File: config.mk
export PLATFORM = sky130hd
export DESIGN_NAME = synth_cfg_regs
export DESIGN_NICKNAME = d
export VERILOG_FILES = /design/src/rtl/synth_cfg_pkg.sv /design/src/rtl/sysref_gen.sv /design/src/rtl/synth_cfg_regs.sv
export SDC_FILE = /design/constraint.sdc
export NUM_CORES = 1
export LEC_CHECK = 0
export BUFFER_PORTS_ARGS = -buffer_cell sky130_fd_sc_hd__buf_2
export CORE_ASPECT_RATIO = 0.7
export CORE_UTILIZATION = 59
export DETAILED_ROUTE_END_ITERATION = 12
export GPL_TIMING_DRIVEN = 0
export HOLD_SLACK_MARGIN = 0.03
export PLACE_DENSITY = 0.8
export RECOVER_POWER = 25
export SYNTH_ARGS = -nofsm -noshare
export SYNTH_HDL_FRONTEND = slang
export SYNTH_SLANG_ARGS = --single-unit
File: constraint.sdc
create_clock -name clk -period 3.33 [get_ports clk]
set_input_delay 0.666 -clock clk [delete_from_list [all_inputs] [get_ports clk]]
set_output_delay 0.666 -clock clk [all_outputs]
set_load 0.02 [all_outputs]
File: src/rtl/synth_cfg_pkg.sv
// Register map, field layout and reset values of the synthesizer config bank
package synth_cfg_pkg;

    localparam int ADDR_W = 6;
    localparam int DATA_W = 16;
    localparam int NREG   = 9;

    // Writing this offset moves all pending values into the active set
    localparam logic [ADDR_W-1:0] OFS_COMMIT        = 6'h00;
    localparam logic [ADDR_W-1:0] OFS_FRAC_DEN_LO   = 6'h0A;
    localparam logic [ADDR_W-1:0] OFS_FRAC_DEN_HI   = 6'h0B;
    localparam logic [ADDR_W-1:0] OFS_FRAC_NUM_LO   = 6'h0E;
    localparam logic [ADDR_W-1:0] OFS_FRAC_NUM_HI   = 6'h0F;
    localparam logic [ADDR_W-1:0] OFS_BUF_POST      = 6'h10;
    localparam logic [ADDR_W-1:0] OFS_DBL_PRE       = 6'h11;
    localparam logic [ADDR_W-1:0] OFS_SR_DIV_CTRL   = 6'h12;
    localparam logic [ADDR_W-1:0] OFS_SR_DELAY_MODE = 6'h13;
    localparam logic [ADDR_W-1:0] OFS_SR_CNT_DELAY  = 6'h14;

    localparam int IDX_DEN_LO  = 0;
    localparam int IDX_DEN_HI  = 1;
    localparam int IDX_NUM_LO  = 2;
    localparam int IDX_NUM_HI  = 3;
    localparam int IDX_BUF     = 4;
    localparam int IDX_PRE     = 5;
    localparam int IDX_SR_DIV  = 6;
    localparam int IDX_SR_MODE = 7;
    localparam int IDX_SR_CNT  = 8;

    localparam logic [DATA_W-1:0] RST_FRAC_DEN_LO   = 16'hDA80;
    localparam logic [DATA_W-1:0] RST_FRAC_DEN_HI   = 16'hFD51;
    localparam logic [DATA_W-1:0] RST_FRAC_NUM_LO   = 16'h0000;
    localparam logic [DATA_W-1:0] RST_FRAC_NUM_HI   = 16'h0000;
    localparam logic [DATA_W-1:0] RST_BUF_POST      = 16'h0001;
    localparam logic [DATA_W-1:0] RST_DBL_PRE       = 16'h1001;
    localparam logic [DATA_W-1:0] RST_SR_DIV_CTRL   = 16'h0030;
    localparam logic [DATA_W-1:0] RST_SR_DELAY_MODE = 16'h01F8;
    localparam logic [DATA_W-1:0] RST_SR_CNT_DELAY  = 16'h0000;

    // Read-only bits are kept out of storage, so they read as zero
    localparam logic [DATA_W-1:0] WMASK_BUF_POST    = 16'h01FF;
    localparam logic [DATA_W-1:0] WMASK_SR_MODE     = 16'h7FFF;
    localparam logic [DATA_W-1:0] WMASK_FULL        = 16'hFFFF;

    localparam logic [ADDR_W-1:0] REG_OFS [NREG] = '{
        OFS_FRAC_DEN_LO, OFS_FRAC_DEN_HI, OFS_FRAC_NUM_LO, OFS_FRAC_NUM_HI,
        OFS_BUF_POST, OFS_DBL_PRE, OFS_SR_DIV_CTRL, OFS_SR_DELAY_MODE,
        OFS_SR_CNT_DELAY};
    localparam logic [DATA_W-1:0] REG_RST [NREG] = '{
        RST_FRAC_DEN_LO, RST_FRAC_DEN_HI, RST_FRAC_NUM_LO, RST_FRAC_NUM_HI,
        RST_BUF_POST, RST_DBL_PRE, RST_SR_DIV_CTRL, RST_SR_DELAY_MODE,
        RST_SR_CNT_DELAY};
    localparam logic [DATA_W-1:0] REG_WMASK [NREG] = '{
        WMASK_FULL, WMASK_FULL, WMASK_FULL, WMASK_FULL, WMASK_BUF_POST,
        WMASK_FULL, WMASK_FULL, WMASK_SR_MODE, WMASK_FULL};

    localparam int BUF_BIT       = 8;
    localparam int POST_MSB      = 7;
    localparam int POST_LSB      = 0;
    localparam int DBL_BIT       = 12;
    localparam int PRE_MSB       = 7;
    localparam int PRE_LSB       = 0;
    localparam int SR_DIV_MSB    = 15;
    localparam int SR_DIV_LSB    = 5;
    localparam int SR_PRE_MSB    = 4;
    localparam int SR_PRE_LSB    = 2;
    localparam int SR_EN_BIT     = 1;
    localparam int SR_MODE_BIT   = 0;
    localparam int DLY_B_MSB     = 14;
    localparam int DLY_B_LSB     = 9;
    localparam int DLY_A_MSB     = 8;
    localparam int DLY_A_LSB     = 3;
    localparam int NONSYNC_BIT   = 2;
    localparam int PULSE_EN_BIT  = 0;
    localparam int PCNT_MSB      = 15;
    localparam int PCNT_LSB      = 12;
    localparam int DLY_D_MSB     = 11;
    localparam int DLY_D_LSB     = 6;
    localparam int DLY_C_MSB     = 5;
    localparam int DLY_C_LSB     = 0;

    // Input pre-divider selector codes
    localparam logic [2:0] SR_PRE_DIV1 = 3'h0;
    localparam logic [2:0] SR_PRE_DIV2 = 3'h1;

endpackage

File: src/rtl/sysref_gen.sv
// SYSREF generator and repeater driven by the active configuration
`timescale 1ns/1ps
`default_nettype none

module sysref_gen
    import synth_cfg_pkg::*;
#(
    parameter int DIV_W = 11
)(
    input  wire logic             clk,
    input  wire logic             rstn,
    input  wire logic             sysref_on,
    input  wire logic             repeater_select,
    input  wire logic             repeater_unsynced_select,
    input  wire logic             pulsed_select,
    input  wire logic [3:0]       sysref_pulse_total,
    input  wire logic [DIV_W-1:0] div_code,
    input  wire logic [2:0]       pre_select,
    input  wire logic             ext_sysref,
    output logic                  sysref_q
);

    initial
    begin
        if (DIV_W < 1 || DIV_W > 11)
            $error("sysref_gen: DIV_W must lie in 1..11");
    end

    logic [1:0]       pre_cnt_q;
    logic [DIV_W:0]   half_cnt_q;
    logic             level_q;
    logic             burst_q;
    logic [3:0]       left_q;
    logic             rep_q;

    wire tick = (pre_select == SR_PRE_DIV1) ? 1'b1 :
                (pre_select == SR_PRE_DIV2) ? pre_cnt_q[0] :
                (pre_cnt_q == 2'h3);
    // each half period lasts code+2 ticks, whole period 2*code+4
    wire half_end = tick && (half_cnt_q == {1'b0, div_code} + 1'b1);
    wire rise     = half_end && !level_q;
    wire fire     = rise && (!pulsed_select || left_q != 4'h0);
    // synced repeating samples on the divided tick, else passes through
    wire rep_next = repeater_unsynced_select ? ext_sysref
                  : (tick ? ext_sysref : rep_q);
    // internal generation or repeated external signal
    wire src      = repeater_select ? rep_next
                  : (level_q && (!pulsed_select || burst_q));

    always_ff @(posedge clk or negedge rstn)
    begin
        if (!rstn)
        begin
            pre_cnt_q  <= 2'h0;
            half_cnt_q <= '0;
            level_q    <= 1'b0;
            burst_q    <= 1'b0;
            left_q     <= 4'h0;
            rep_q      <= 1'b0;
            sysref_q   <= 1'b0;
        end
        else if (!sysref_on)
        begin
            pre_cnt_q  <= 2'h0;
            half_cnt_q <= '0;
            level_q    <= 1'b0;
            burst_q    <= 1'b0;
            left_q     <= sysref_pulse_total;
            rep_q      <= 1'b0;
            sysref_q   <= 1'b0;
        end
        else
        begin
            pre_cnt_q  <= pre_cnt_q + 2'h1;
            rep_q      <= rep_next;
            sysref_q   <= src;
            if (half_end)
            begin
                half_cnt_q <= '0;
                level_q    <= !level_q;
            end
            else if (tick)
                half_cnt_q <= half_cnt_q + 1'b1;
            // continuous mode keeps the budget reloaded
            // pulsed mode spends one unit per started pulse
            if (!pulsed_select)
                left_q <= sysref_pulse_total;
            else if (fire)
                left_q <= left_q - 4'h1;
            if (fire)
                burst_q <= 1'b1;
            else if (half_end && level_q)
                burst_q <= 1'b0;
        end
    end
endmodule // sysref_gen

`default_nettype wire

File: src/rtl/synth_cfg_regs.sv
// Configuration register bank: fraction, reference path and SYSREF control
//
// How it works
// - numerator is two 16-bit halves, reset zero
// - buffering bit defers writes until register 0
// - pre-divisor 1..255, post-divisor 1..255, reset /1
// - doubler enable bit, reset on
// - SYSREF period twice code plus four
// - SYSREF input divided by 1, 2 or 4
// - SYSREF enable gates the whole function
// - source bit picks master or repeater
// - non-sync repeating when bit set in repeater
// - continuous or counted SYSREF pulses
// - pulse count field sets burst length
// - four 6-bit delay fields, first resets 3F
// - denominator is two 16-bit halves
`timescale 1ns/1ps
`default_nettype none

module synth_cfg_regs
    import synth_cfg_pkg::*;
(
    input  wire logic              clk,
    input  wire logic              rstn,
    input  wire logic [ADDR_W-1:0] addr,
    input  wire logic [DATA_W-1:0] wdata,
    input  wire logic              wr_en,
    input  wire logic              rd_en,
    output logic      [DATA_W-1:0] rdata,
    input  wire logic              ext_sysref,
    output logic      [31:0]       frac_numerator,
    output logic      [31:0]       frac_denominator,
    output logic                   write_buffering_on,
    output logic      [7:0]        ref_post_divisor,
    output logic      [7:0]        ref_pre_divisor,
    output logic                   ref_doubler_on,
    output logic      [5:0]        sysref_delay_stage_a,
    output logic      [5:0]        sysref_delay_stage_b,
    output logic      [5:0]        sysref_delay_stage_c,
    output logic      [5:0]        sysref_delay_stage_d,
    output logic                   sysref_out
);

    logic [DATA_W-1:0] shadow_q [NREG];
    logic [DATA_W-1:0] active_q [NREG];
    logic [DATA_W-1:0] rdata_q;
    logic [NREG-1:0]   hit;
    logic [DATA_W-1:0] rd_mux;

    // writing register 0 is the commit strobe
    wire commit    = wr_en && (addr == OFS_COMMIT);
    // Buffering bit acts at once; its own write is never deferred
    wire buffering = shadow_q[IDX_BUF][BUF_BIT];

    genvar gi;
    generate
        for (gi = 0; gi < NREG; gi++)
        begin : g_reg
            assign hit[gi] = (addr == REG_OFS[gi]);
            wire wr_hit = wr_en && hit[gi];
            wire [DATA_W-1:0] wval = wdata & REG_WMASK[gi];

            always_ff @(posedge clk or negedge rstn)
            begin
                if (!rstn)
                    shadow_q[gi] <= REG_RST[gi];
                else if (wr_hit)
                    shadow_q[gi] <= wval;
            end

            // commit moves every pending value in one edge
            // direct effect only while buffering is off
            always_ff @(posedge clk or negedge rstn)
            begin
                if (!rstn)
                    active_q[gi] <= REG_RST[gi];
                else if (commit)
                    active_q[gi] <= shadow_q[gi];
                else if (wr_hit && !buffering)
                    active_q[gi] <= wval;
            end
        end
    endgenerate

    // Readback shows the last written value, pending or not
    always_comb
    begin
        rd_mux = '0;
        for (int i = 0; i < NREG; i++)
        begin
            if (hit[i])
                rd_mux = rd_mux | shadow_q[i];
        end
    end

    always_ff @(posedge clk or negedge rstn)
    begin
        if (!rstn)
            rdata_q <= '0;
        else
            rdata_q <= rd_en ? rd_mux : '0;
    end

    assign rdata = rdata_q;

    assign frac_numerator = {active_q[IDX_NUM_HI], active_q[IDX_NUM_LO]};
    assign frac_denominator = {active_q[IDX_DEN_HI], active_q[IDX_DEN_LO]};
    assign write_buffering_on = buffering;
    // post-divisor is the full 8-bit field
    assign ref_post_divisor = active_q[IDX_BUF][POST_MSB:POST_LSB];
    // only the low byte of the pre-divisor field divides
    assign ref_pre_divisor = active_q[IDX_PRE][PRE_MSB:PRE_LSB];
    assign ref_doubler_on = active_q[IDX_PRE][DBL_BIT];
    assign sysref_delay_stage_a =
        active_q[IDX_SR_MODE][DLY_A_MSB:DLY_A_LSB];
    assign sysref_delay_stage_b =
        active_q[IDX_SR_MODE][DLY_B_MSB:DLY_B_LSB];
    assign sysref_delay_stage_c =
        active_q[IDX_SR_CNT][DLY_C_MSB:DLY_C_LSB];
    assign sysref_delay_stage_d =
        active_q[IDX_SR_CNT][DLY_D_MSB:DLY_D_LSB];

    // SYSREF runs from the active control set
    sysref_gen #(
        .DIV_W (11)
    ) u_sysref (
        .clk                      (clk),
        .rstn                     (rstn),
        .sysref_on                (active_q[IDX_SR_DIV][SR_EN_BIT]),
        .repeater_select          (active_q[IDX_SR_DIV][SR_MODE_BIT]),
        .repeater_unsynced_select (active_q[IDX_SR_MODE][NONSYNC_BIT]),
        .pulsed_select            (active_q[IDX_SR_MODE][PULSE_EN_BIT]),
        .sysref_pulse_total       (active_q[IDX_SR_CNT][PCNT_MSB:PCNT_LSB]),
        .div_code                 (active_q[IDX_SR_DIV][SR_DIV_MSB:SR_DIV_LSB]),
        .pre_select               (active_q[IDX_SR_DIV][SR_PRE_MSB:SR_PRE_LSB]),
        .ext_sysref               (ext_sysref),
        .sysref_q                 (sysref_out)
    );
endmodule // synth_cfg_regs

`default_nettype wire

==> Word-level counts from Yosys, hierarchy flattened <==
Cells that the tools add are included.
{ "word_totals": {"ff_bits": 306, "input_bits": 27, "out_inout_bits": 123, "word_cells": 142} }
{ "op_classes": {"addsub": 4, "n_eq_ne": 16, "n_mux": 47, "bitwise": 8, "reduce_logical": 41} }
{ "ops": {"columns": ["cell", "count"], "rows": [
  ["$mux W16", 22],
  ["$or A16 B16 Y16", 6],
  ["$mux W12", 3],
  ["$eq A6 B5 Y1 const B", 5],
  ["$mux W15", 2],
  ["$mux W13", 2],
  ["$eq A6 B4 Y1 const B", 4],
  ["$logic_and A1 B1 Y1", 24],
  ["$reduce_bool A2 Y1", 9],
  ["$mux W8", 2],
  ["$or A16 B15 Y16", 1],
  ["$or A16 B9 Y16", 1],
  ["$add A11 B1 Y12 const B", 1],
  ["$add A12 B1 Y12 const B", 1],
  ["$eq A12 B12 Y1", 1],
  ["$mux W1", 12],
  ["$mux W4", 3],
  ["$logic_not A6 Y1", 1],
  ["$ne A3 B1 Y1 const B", 2],
  ["$reduce_bool A4 Y1", 1],
  ["$sub A4 B1 Y4 const B", 1],
  ["$eq A3 B1 Y1 const B", 1],
  ["$logic_not A1 Y1", 3],
  ["$logic_not A3 Y1", 1],
  ["6 further kinds", 7]
]} }

==> Logic depth before layout (Yosys ltp) <==
Gate-level depths: netlist of the first run.
{ "logic_depth": {"word_depth": 19, "mapped_depth": 11, "ltp_nobuf": 8} }

==> Hierarchy <==
A second synthesis of the first run with hierarchy kept.
{ "hier_totals": {"hier_cells": 1322, "hier_area_um2": 15248.4} }
{ "modules_own_cells": {"columns": ["mod", "n_inst", "cells_per_inst", "area_each_um2"], "rows": [
  ["synth_cfg_regs", 1, 1147, 13644.3],
  ["sysref_gen", 1, 175, 1604.0]
]} }

==> Worst setup path before layout of the first run <==
Ideal clock, no wire load.
{ "synth_path": {"path_kind": "reg-to-reg", "start": "register active_q[37] (netlist name)", "end": "register u_sysref.left_q[3]", "setup_time_ps": 120, "arrival_time_ps": 2237, "slack_ps": 973, "stages_incl_launch_ff": 10, "n_path_buf": 2, "synth_period_minus_slack_ps": 2357, "cell_sequence": "dfstp_2 > clkbuf_1 > nand2_1 > nor4_1 > xor2_1 > nor4_1 > o2111a_1 > buf_2 > a21oi_1 > a31o_1"} }
{ "synth_between": {"elab_chain_len": 6} }
{ "synth_rtl": {"columns": ["element", "line_no", "text"], "rows": [
  ["from (decl)", "synth_cfg_regs.sv:45", "logic [DATA_W-1:0] active_q [NREG];"],
  ["from (signal, indexed assignment)", "synth_cfg_regs.sv:76", "active_q[gi] <= REG_RST[gi];"],
  ["from (signal, indexed assignment)", "synth_cfg_regs.sv:78", "active_q[gi] <= shadow_q[gi];"],
  ["from (signal, indexed assignment)", "synth_cfg_regs.sv:80", "active_q[gi] <= wval;"],
  ["$add A11 B1 Y12", "sysref_gen.sv:40", "wire half_end = tick && (half_cnt_q == {1'b0, div_code} + 1'b1);"],
  ["$eq A12 B12 Y1", "sysref_gen.sv:40", null],
  ["$logic_and A1 B1 Y1", "sysref_gen.sv:40", null],
  ["$logic_and A1 B1 Y1", "sysref_gen.sv:41", "wire rise = half_end && !level_q;"],
  ["$logic_and A1 B1 Y1", "sysref_gen.sv:42", "wire fire = rise && (!pulsed_select || left_q != 4'h0);"],
  ["$ne A3 B2 Y1 (no source line)", null, null],
  ["to (signal assigned)", "sysref_gen.sv:68", "left_q <= sysref_pulse_total;"],
  ["to (signal assigned)", "sysref_gen.sv:87", "left_q <= sysref_pulse_total;"],
  ["to (signal assigned)", "sysref_gen.sv:89", "left_q <= left_q - 4'h1;"],
  ["to (decl)", "sysref_gen.sv:33", "logic [3:0] left_q;"]
]} }
No other way between the ends.
A chain may end at the register's enable or synchronous reset.

==> Worst setup path in the final report of the first run <==
Ends and elaborated chain as after synthesis.

==> results.toml, run 1 <==
[synthesis]
synth_area_mm2 = 0.0147
yosysWarnings = 0
synth_seq_cells = 301
synth_top_area_frac = 0.420
ys_types = 55
seq_area_frac_synth = 0.516
synth_ff_type = "dfrtp_1"
synth_edf_count = 0
netlist_instances = 1314
synth.largest_area_cell = "dfrtp_1"
syn_nets = 1346
synthArstFlopShare = 1.00
avgSynthCellArea_um2 = 11.2
synth_area_leaders = "dfrtp_1, mux2_2, dfstp_2"

[timing]
post-route-period-util = 0.837
max_freq_mhz = 359
period_needed_ns = 2.79
drv_slew = 77
skew_ns = 0.0247
hold_viol_final = 0
tightestPinTransition_ns = 1.95
slew_headroom = -0.301
setup_slack_ns = 0.543
finalSetupViolations = 0
rsz0062_at_grt = "false"

[floorplanning]
die_y_um = 134
ios = 150
start_util = 0.612
die_w_um = 191
dieArea_mm2 = 0.0256
fp.coreArea_mm2 = 0.0241
rows = 47

[setup_path]
startpoint_type = "register"
cpMostUsedCell = "nor4_1"
critPathMaxStageDelay_ns = 0.53
critPathBufInv = 2
crit_required_ns = 3.77
crit_path_end_kind = "register"
slowest_stage = "dfstp_2"
crit_family = "simple AND/OR/NAND/NOR gates"
path_cells = "clkbuf_1 -> nand2_1 -> nor4_1 -> xor2_1 -> nor4_1 -> o2111a_1 -> buf_2 -> a21oi_1 -> a31o_1"
worstSetupPathType = "register to register"
arrival_ns = 3.23
crit_fanout = 10

[clock_network]
cts_made_buffers = 30
clk_latency_ns = 0.57
h-tree-depth = 1
cts_tree = "yes"
root_buffer = "clkbuf_16"
cts.path.max_buffers = 3
cts-hold-fix-buffers = 0
clock_sinks = 301
postCtsSetupRepairBufs = 0
cts.clk_slew.worst_paths_ns = 0.06
cts_resized = 0

[run_status]
status = "complete, but fails checks"
violations = "max-capacitance violations, max-slew violations"

[global_routing]
grt_max_degree = 129
grt_pass1_wl_um = 62000
grt_pass1_vias = 10600
gr-total-overflow = 0
grt.total_usage = 0.318
antenna_found_initial = 0

[routing]
wl_per_cell_um = 21.8
vias = 10900
first_pass_iters = 7
drtIter0Drc = 990
drc = 0
wirelength_um = 40000
route.antenna.remaining_nets = 0
viasPerCell = 5.98

[placed_design]
io_buffers = 140
dp_hpwl_um = 29200
gp_congestion = 0.962
place_ws_ns = 0.178

[power]
power_density_mw_per_mm2 = 579
total_power_mw = 9.76
peakVddDrop_uv = 439
p_leak_nw = 8.48

[finish]
syn2layout_area_growth_pct = 14.4
drive_above_1_share = 0.347
fillers = 1689
multi_input_area_mm2 = 0.00583
regArea_mm2 = 0.00760
nets = 1520
final_common_cell = "dfrtp_1"
n_antenna_cell = 0
final_cell_mix = "dfrtp_1, buf_2, nand2_1, mux2i_1, mux2_2"

[hold_path]
hold_path_class = "input pin to register"

[flow_run]
maxCapViolCount = 1
report_power, final:
part / switching (mW) / leakage [nW] / total, mW / internal, mW
Clock: 1.43 / 0.483 / 3.36 / 1.93
Combinational: 0.915 / 4.13 / 1.74 / 0.826
Sequential: 0.442 / 3.87 / 4.66 / 4.22
final cells by class:
class / instances / share of cell area
timing repair buffer: 142 / 0.0448
inverter: 10 / 0.00223
multi-input combinational: 796 / 0.346
clock buffer: 49 / 0.0535
buffer: 207 / 0.0743
sequential: 301 / 0.451
tap: 318 / 0.0236
clock inverter: 7 / 0.00460
synth_stat cells (3+ instances only):
| cell | n |
|---|---|
| nor4_1 | 3 |
| mux2_2 | 138 |
| dfrtp_1 | 247 |
| nand2_1 | 140 |
| buf_2 | 19 |
| nor2b_1 | 3 |
| ha_1 | 5 |
| a31oi_1 | 10 |
| xnor2_1 | 19 |
| nand4_1 | 7 |
| buf_1 | 7 |
| and3_1 | 4 |
| xor2_1 | 11 |
| o21ai_0 | 33 |
| a211oi_1 | 4 |
| nor3_1 | 4 |
| and4_1 | 3 |
| o21ai_1 | 97 |
| a222oi_1 | 16 |
| inv_1 | 10 |
| dfstp_2 | 54 |
| nand3_1 | 10 |
| a221oi_1 | 9 |
| mux2i_1 | 139 |
| buf_6 | 5 |
| nand2_2 | 5 |
| nor2_1 | 47 |
| a22oi_1 | 9 |
| or2_1 | 7 |
| a21oi_1 | 30 |
| clkbuf_1 | 65 |
| a22o_1 | 15 |
| buf_4 | 111 |
| and2_1 | 3 |
tightest hold or removal path, stage by stage:
cell,delay (ns)
buf_2,0.08
mux2i_1,0.06
nor2_1,0.10
sequential cells by signal (all words and copies together) (netlist names), 8 cells and up:
register,cells
rdata,16
ref_post_divisor,8
shadow_q,135
frac_denominator,32
ref_pre_divisor,8
u_sysref.half_cnt_q,12
active_q,22
frac_numerator,32
metrics by stage:
step                      hold slack (ns)  cells  TNS (ns)  instance area, um^2   util
after global placement              0.443   1772  -1060.58                15800  0.658
after CTS                          0.0907   1830         0                16900  0.701
after global routing                0.427   1830         0                16900  0.701
after detailed placement            0.448   1774         0                15900  0.661
final                               0.397   1830         0                16900  0.701
after floorplan                     0.370   1314         0                14700      -
kinds of logic after synthesis:
logic type / count (synthesis) / share of synthesized area
buffers and inverters: 217 / 0.0878
muxes: 277 / 0.200
adders and majority gates: 5 / 0.00425
xor gates and xnor gates: 30 / 0.0178
AOI/OAI and AO/OA: 232 / 0.0956
DFF: 301 / 0.516
and+or+nand+nor: 252 / 0.0785
worst paths after layout:
kind,startpoint,endpoint,slack (ns),depth (start not counted)
worst max-delay path,active_q[37]$_DFFE_PN1P_,u_sysref.left_q[3]$_DFFE_PN0P_,0.54,9
worst max register to register,active_q[37]$_DFFE_PN1P_,u_sysref.left_q[3]$_DFFE_PN0P_,0.54,9
worst min register to register,u_sysref.pre_cnt_q[0]$_DFF_PN0_,u_sysref.pre_cnt_q[0]$_DFF_PN0_,0.46,1
worst min-delay path,ext_sysref,u_sysref.rep_q$_DFF_PN0_,0.40,3
min in group asynchronous,rstn,frac_numerator[4]$_DFFE_PN0P_,0.65,1
max in group asynchronous,rstn,shadow_q[56]$_DFFE_PN0P_,0.73,3
per-layer routing:
layer | global-route usage | up-vias | share of wire
met2 | 0.462 | 544 | 0.43
li1 | - | 4870 | -
met4 | 0.0804 | 0 | 0.022
met1 | 0.484 | 5446 | 0.45
met3 | 0.0701 | 76 | 0.098
met5 | 0 | - | 0
(Power assumes the default switching activity.)
==> inputs of run 2 (changes only) <==
- CORE_UTILIZATION: 59 -> 54
- PLACE_DENSITY: 0.8 -> 0.77
- clock period: 3.33 -> 2.25 ns (I/O delays scaled with it)
==> results.toml, run 2 (synthesis gave the netlist of run 1 again) <==
[global_routing]
grt_pass1_wl_um = 62500
grt_pass1_vias = 10600
gr-total-overflow = 0
grt.total_usage = 0.294
antenna_found_initial = 0
grt_max_degree = 119

[timing]
max_freq_mhz = 453
hold_viol_final = 0
drv_slew = 0
slew_headroom = 0.371
skew_ns = 0.0257
finalSetupViolations = 0
period_needed_ns = 2.21
post-route-period-util = 0.980
hold_ws_ns = 0.196
tightestPinTransition_ns = 0.943
rsz0062_at_grt = "true"
setup_slack_ns = 0.0448

[routing]
drtIter0Drc = 1078
viasPerCell = 5.76
route.antenna.remaining_nets = 0
first_pass_iters = 8
vias = 10800
wl_per_cell_um = 21.5
wirelength_um = 40300
drc = 0

[power]
power_density_mw_per_mm2 = 856
total_power_mw = 14.7
p_leak_nw = 8.54
peakVddDrop_uv = 615

[floorplanning]
dieArea_mm2 = 0.0279
start_util = 0.550
die_w_um = 199
ios = 150
fp.coreArea_mm2 = 0.0268
rows = 50
die_y_um = 140

[finish]
drive_above_1_share = 0.368
syn2layout_area_growth_pct = 16.6
fillers = 2077
design_area_mm2 = 0.0172
top_register = "shadow_q"
nets = 1525
n_antenna_cell = 0
final_common_cell = "dfrtp_1"
final_cell_mix = "dfrtp_1, nand2_1, mux2i_1, mux2_2, buf_2"
finalNonFillerCells = 1880
largest_reg_flops = 135

[setup_path]
crit_required_ns = 2.70
crit_fanout = 5
crit_path_end_kind = "register"
arrival_ns = 2.65
startpoint_type = "register"
worstSetupPathType = "register to register"

[run_status]
status = "finished clean"

[clock_network]
cts.clk_slew.worst_paths_ns = 0.06
cts_tree = "yes"
cts_made_buffers = 29
cts.path.max_buffers = 3
root_buffer = "clkbuf_16"
clock_sinks = 301
clk_latency_ns = 0.58
h-tree-depth = 1

[placed_design]
place_ws_ns = -0.767
dp_hpwl_um = 29200
postPlaceCellArea_mm2 = 0.0160
gp_congestion = 0.926
io_buffers = 140
placedCellCount = 1820

[flow_run]
maxCapViolCount = 0

[hold_path]
hold_path_class = "input pin to register"
-- run 2: worst max-delay path: stages (launching register included) --
cell and delay, ns:
dfstp_2 0.56, ha_4 0.16, and4_4 0.23, a41oi_1 0.17, xnor2_1 0.17, o22ai_1 0.15, o2111a_2 0.27, buf_6 0.14
a21oi_2 0.05, a31o_1 0.18
-- run 2: where the power goes --
| part | switching [mW] | total [mW] | internal, mW | leakage (nW) |
|---|---|---|---|---|
| Sequential | 0.679 | 6.93 | 6.25 | 3.86 |
| Combinational | 1.37 | 2.63 | 1.27 | 4.17 |
| Clock | 2.17 | 5.15 | 2.97 | 0.502 |
| Total | 4.22 | 14.7 | 10.5 | 8.54 |
-- run 2: what timing repair did --
item                       CTS  global route
pin swaps                   13            10
resized for setup           29            31
hold endpoints to repair    76             0
setup endpoints to repair   69            96
hold buffers                 1             0
setup buffers                2             5
gates cloned                 2             0
-- run 2: layout make-up --
cell class,count,area [um^2],area share
sequential,301,7600,0.443
multi-input combinational,796,5960,0.347
buffer,203,1270,0.0741
clock buffer,43,888,0.0517
timing repair buffer,152,828,0.0482
tap,364,455,0.0265
clock inverter,11,129,0.00750
inverter,10,37.5,0.00219
-- run 2: layer usage --
| metal | wire, um | up-vias | track usage |
|---|---|---|---|
| met2 | 17300 | 475 | 0.427 |
| met3 | 3450 | 64 | 0.0645 |
| li1 | - | 4859 | - |
| met4 | 814 | 0 | 0.0627 |
| met5 | 0 | - | 0 |
| met1 | 18700 | 5438 | 0.452 |
-- run 2: per-stage QoR --
step	utilization	setup TNS [ns]
global placement	0.594	-1402.08
finish	0.642	0
floorplan	-	0
detailed placement	0.596	-80.50
global route	0.642	-1.15
CTS	0.639	-0.387
-- run 2: path summary, 6_finish.rpt --
path | startpoint | to | slack, ns | cells after the start
min in group asynchronous | rstn | frac_numerator[27]$_DFFE_PN0P_ | 0.44 | 2
worst max-delay path | active_q[37]$_DFFE_PN1P_ | u_sysref.left_q[3]$_DFFE_PN0P_ | 0.04 | 9
worst max register to register | active_q[37]$_DFFE_PN1P_ | u_sysref.left_q[3]$_DFFE_PN0P_ | 0.04 | 9
max in group asynchronous | rstn | active_q[37]$_DFFE_PN1P_ | 0.31 | 4
worst min-delay path | ext_sysref | u_sysref.rep_q$_DFF_PN0_ | 0.20 | 3
worst min register to register | shadow_q[36]$_DFFE_PN1P_ | active_q[36]$_DFFE_PN1P_ | 0.47 | 2
==> inputs of run 3 (changes only) <==
- SYNTH_HIERARCHICAL: unset -> 1
==> results.toml, run 3 <==
[run_status]
status = "complete, but fails checks"
violations = "negative setup slack"

[floorplanning]
start_util = 0.549
dieArea_mm2 = 0.0289
die_w_um = 203
die_y_um = 143
ios = 150
fp.coreArea_mm2 = 0.0278
rows = 51

[clock_network]
cts_tree = "yes"
h-tree-depth = 1
root_buffer = "clkbuf_16"
clk_latency_ns = 0.57
cts.path.max_buffers = 3
clock_sinks = 301
cts.clk_slew.worst_paths_ns = 0.07
cts_made_buffers = 29

[synthesis]
synth_ff_type = "dfrtp_1"
synth_top_area_frac = 0.405
seq_area_frac_synth = 0.498
synth.largest_area_cell = "dfrtp_1"
synth_area_mm2 = 0.0152
synthArstFlopShare = 1.00
syn_nets = 1354
yosysWarnings = 6
synth_edf_count = 0
synth_area_leaders = "dfrtp_1, mux2i_1, dfstp_2"
avgSynthCellArea_um2 = 11.5
post-synth-top-count-cell = "dfrtp_1"
synth_commonest_cells = "dfrtp_1, mux2i_1, a21oi_1"
netlist_instances = 1322
ys_types = 68
synth_seq_cells = 301

[timing]
max_freq_mhz = 410
skew_ns = 0.0230
tightestPinTransition_ns = 0.920
finalSetupViolations = 40
hold_viol_final = 0
drv_slew = 0
post-route-period-util = 1.08
period_needed_ns = 2.44
rsz0062_at_grt = "true"
slew_headroom = 0.378
hold_ws_ns = 0.161
setup_slack_ns = -0.187

[setup_path]
crit_family = "simple AND/OR/NAND/NOR gates"
crit_required_ns = 2.67
arrival_ns = 2.86
slowest_stage = "dfstp_2"
critPathBufInv = 1
crit_fanout = 5
critPathMaxStageDelay_ns = 0.59
startpoint = "active_q[37]$_DFFE_PN1P_"
timing.rr.start = "active_q[37]$_DFFE_PN1P_"
path_cells = "ha_4 -> nand3_2 -> xnor2_1 -> or4_4 -> a2111oi_4 -> buf_4 -> mux2i_1 -> nand3_1"
startpoint_type = "register"
worstSetupPathType = "register to register"
crit_path_end_kind = "register"

[hold_path]
hp-start = "rd_en"
hold_path_class = "input pin to register"

[routing]
viasPerCell = 5.81
vias = 11000
wirelength_um = 43000
wl_per_cell_um = 22.6
drtIter0Drc = 1045
first_pass_iters = 5
route.antenna.remaining_nets = 0
drc = 0

[power]
pwr-share-comb = 0.243
p_leak_nw = 8.76
switching_power_mw = 4.98
clkPwrFrac = 0.308
peakVddDrop_uv = 573
swShare = 0.303
power_frac_seq = 0.449
power_density_mw_per_mm2 = 936
internal-power_mw = 11.5

[finish]
syn2layout_area_growth_pct = 15.3
final_cell_mix = "dfrtp_1, mux2i_1, buf_2, a21oi_1, nor2_1"
nets = 1539
finalNonFillerCells = 1901
top_register = "shadow_q"
largest_reg_flops = 135
final_common_cell = "dfrtp_1"
drive_above_1_share = 0.374
fillers = 2203

[placed_design]
placedCellCount = 1834
dp_hpwl_um = 30400
gp_congestion = 0.919
io_buffers = 139

[global_routing]
grt.total_usage = 0.301
grt_max_degree = 115
gr-total-overflow = 0
grt_pass1_vias = 11000
antenna_found_initial = 0
grt_pass1_wl_um = 65600

[flow_run]
maxCapViolCount = 0
run 3: cell count changes after synthesis, moves of 11 or more:
cell      before  now
nand2_1      140   21
mux2_2       138  125
o21ai_1       97    2
a22o_1        15    1
mux2i_1      139  160
o21ai_0       33    4
clkbuf_1      65   48
a222oi_1      16    0
mux2_4         0   11
a21oi_1       30  148
nor3_1         4   19
nor2_1        47  141
run 3: final timing paths:
| kind | cells past startpoint | end | slack, ns |
|---|---|---|---|
| setup reg to reg | 8 | u_sysref/left_q[2]$_DFFE_PN0P_ | -0.19 |
| max in group asynchronous | 4 | shadow_q[83]$_DFFE_PN0P_ | 0.31 |
| setup / recovery | 8 | u_sysref/left_q[2]$_DFFE_PN0P_ | -0.19 |
| hold reg to reg | 1 | u_sysref/pre_cnt_q[0]$_DFF_PN0_ | 0.46 |
| min in group asynchronous | 2 | u_sysref/sysref_q$_DFF_PN0_ | 0.47 |
| hold / removal | 2 | rdata[4]$_DFF_PN0_ | 0.16 |
run 3: power groups by stage:
| stage | logic [mW] | clock network [mW] | registers (mW) |
|---|---|---|---|
| 2_1_floorplan | 2.95 | 0 | 7.11 |
| 3_3_place_gp | 3.81 | 0 | 7.39 |
| 3_5_place_dp | 3.92 | 0 | 7.43 |
| 4_1_cts | 4.00 | 5.09 | 7.36 |
| 5_1_grt | 4.34 | 5.28 | 7.49 |
| 6_report | 4.00 | 5.06 | 7.39 |
run 3: final cells by class:
cell class / count / area [um^2] / share of cell area
inverter: 9 / 33.8 / 0.00192
tap: 371 / 464 / 0.0264
clock inverter: 10 / 131 / 0.00747
antenna: 1 / 2.50 / 0.000142
sequential: 301 / 7600 / 0.432
buffer: 204 / 1350 / 0.0767
timing repair buffer: 154 / 875 / 0.0498
clock buffer: 43 / 848 / 0.0483
multi-input combinational: 808 / 6280 / 0.357
run 3: logic make-up after synthesis:
family	count (synthesis)	synth area share
buf+inv	213	0.0904
xor+xnor	28	0.0161
fa+ha+maj	5	0.00410
flops	301	0.498
mux	305	0.220
compound gates	205	0.0790
simple gates	265	0.0920
run 3: what timing repair did:
item / CTS / global route
pin swaps: 4 / 7
hold buffers: 1 / 0
setup endpoints to repair: 18 / 18
setup buffers: 11 / 0
cloned: 0 / 1
endpoints found under the hold margin: 69 / 0
resized for setup: 10 / 6
run 3: through the flow:
step                 TNS, ns  area [um^2]  setup slack (ns)  power, mW  utilization
global route           -8.84        17600            -0.253       17.1        0.633
CTS                    -1.42        17600            -0.153       16.5        0.635
floorplan              -4.78        15300            -0.325       10.1            -
detailed placement    -14.06        16500            -0.692       11.4        0.595
finish                 -2.94        17600            -0.187       16.4        0.633
global placement    -1361.23        16400             -4.85       11.2        0.592
run 3: per-layer routing:
metal,track usage,vias up,wire length [um],part of all wire
li1,-,4919,-,-
met1,0.444,5578,19600,0.46
met2,0.442,461,18700,0.44
met3,0.0701,79,3560,0.083
met4,0.0843,0,1060,0.025
met5,0,-,0,0
run 3: worst register-to-register path, cell delays in order (launching register included):
cell and delay, ns:
dfstp_2 0.59, ha_4 0.18, nand3_2 0.07, xnor2_1 0.12, or4_4 0.55, a2111oi_4 0.29, buf_4 0.22, mux2i_1 0.20
nand3_1 0.09
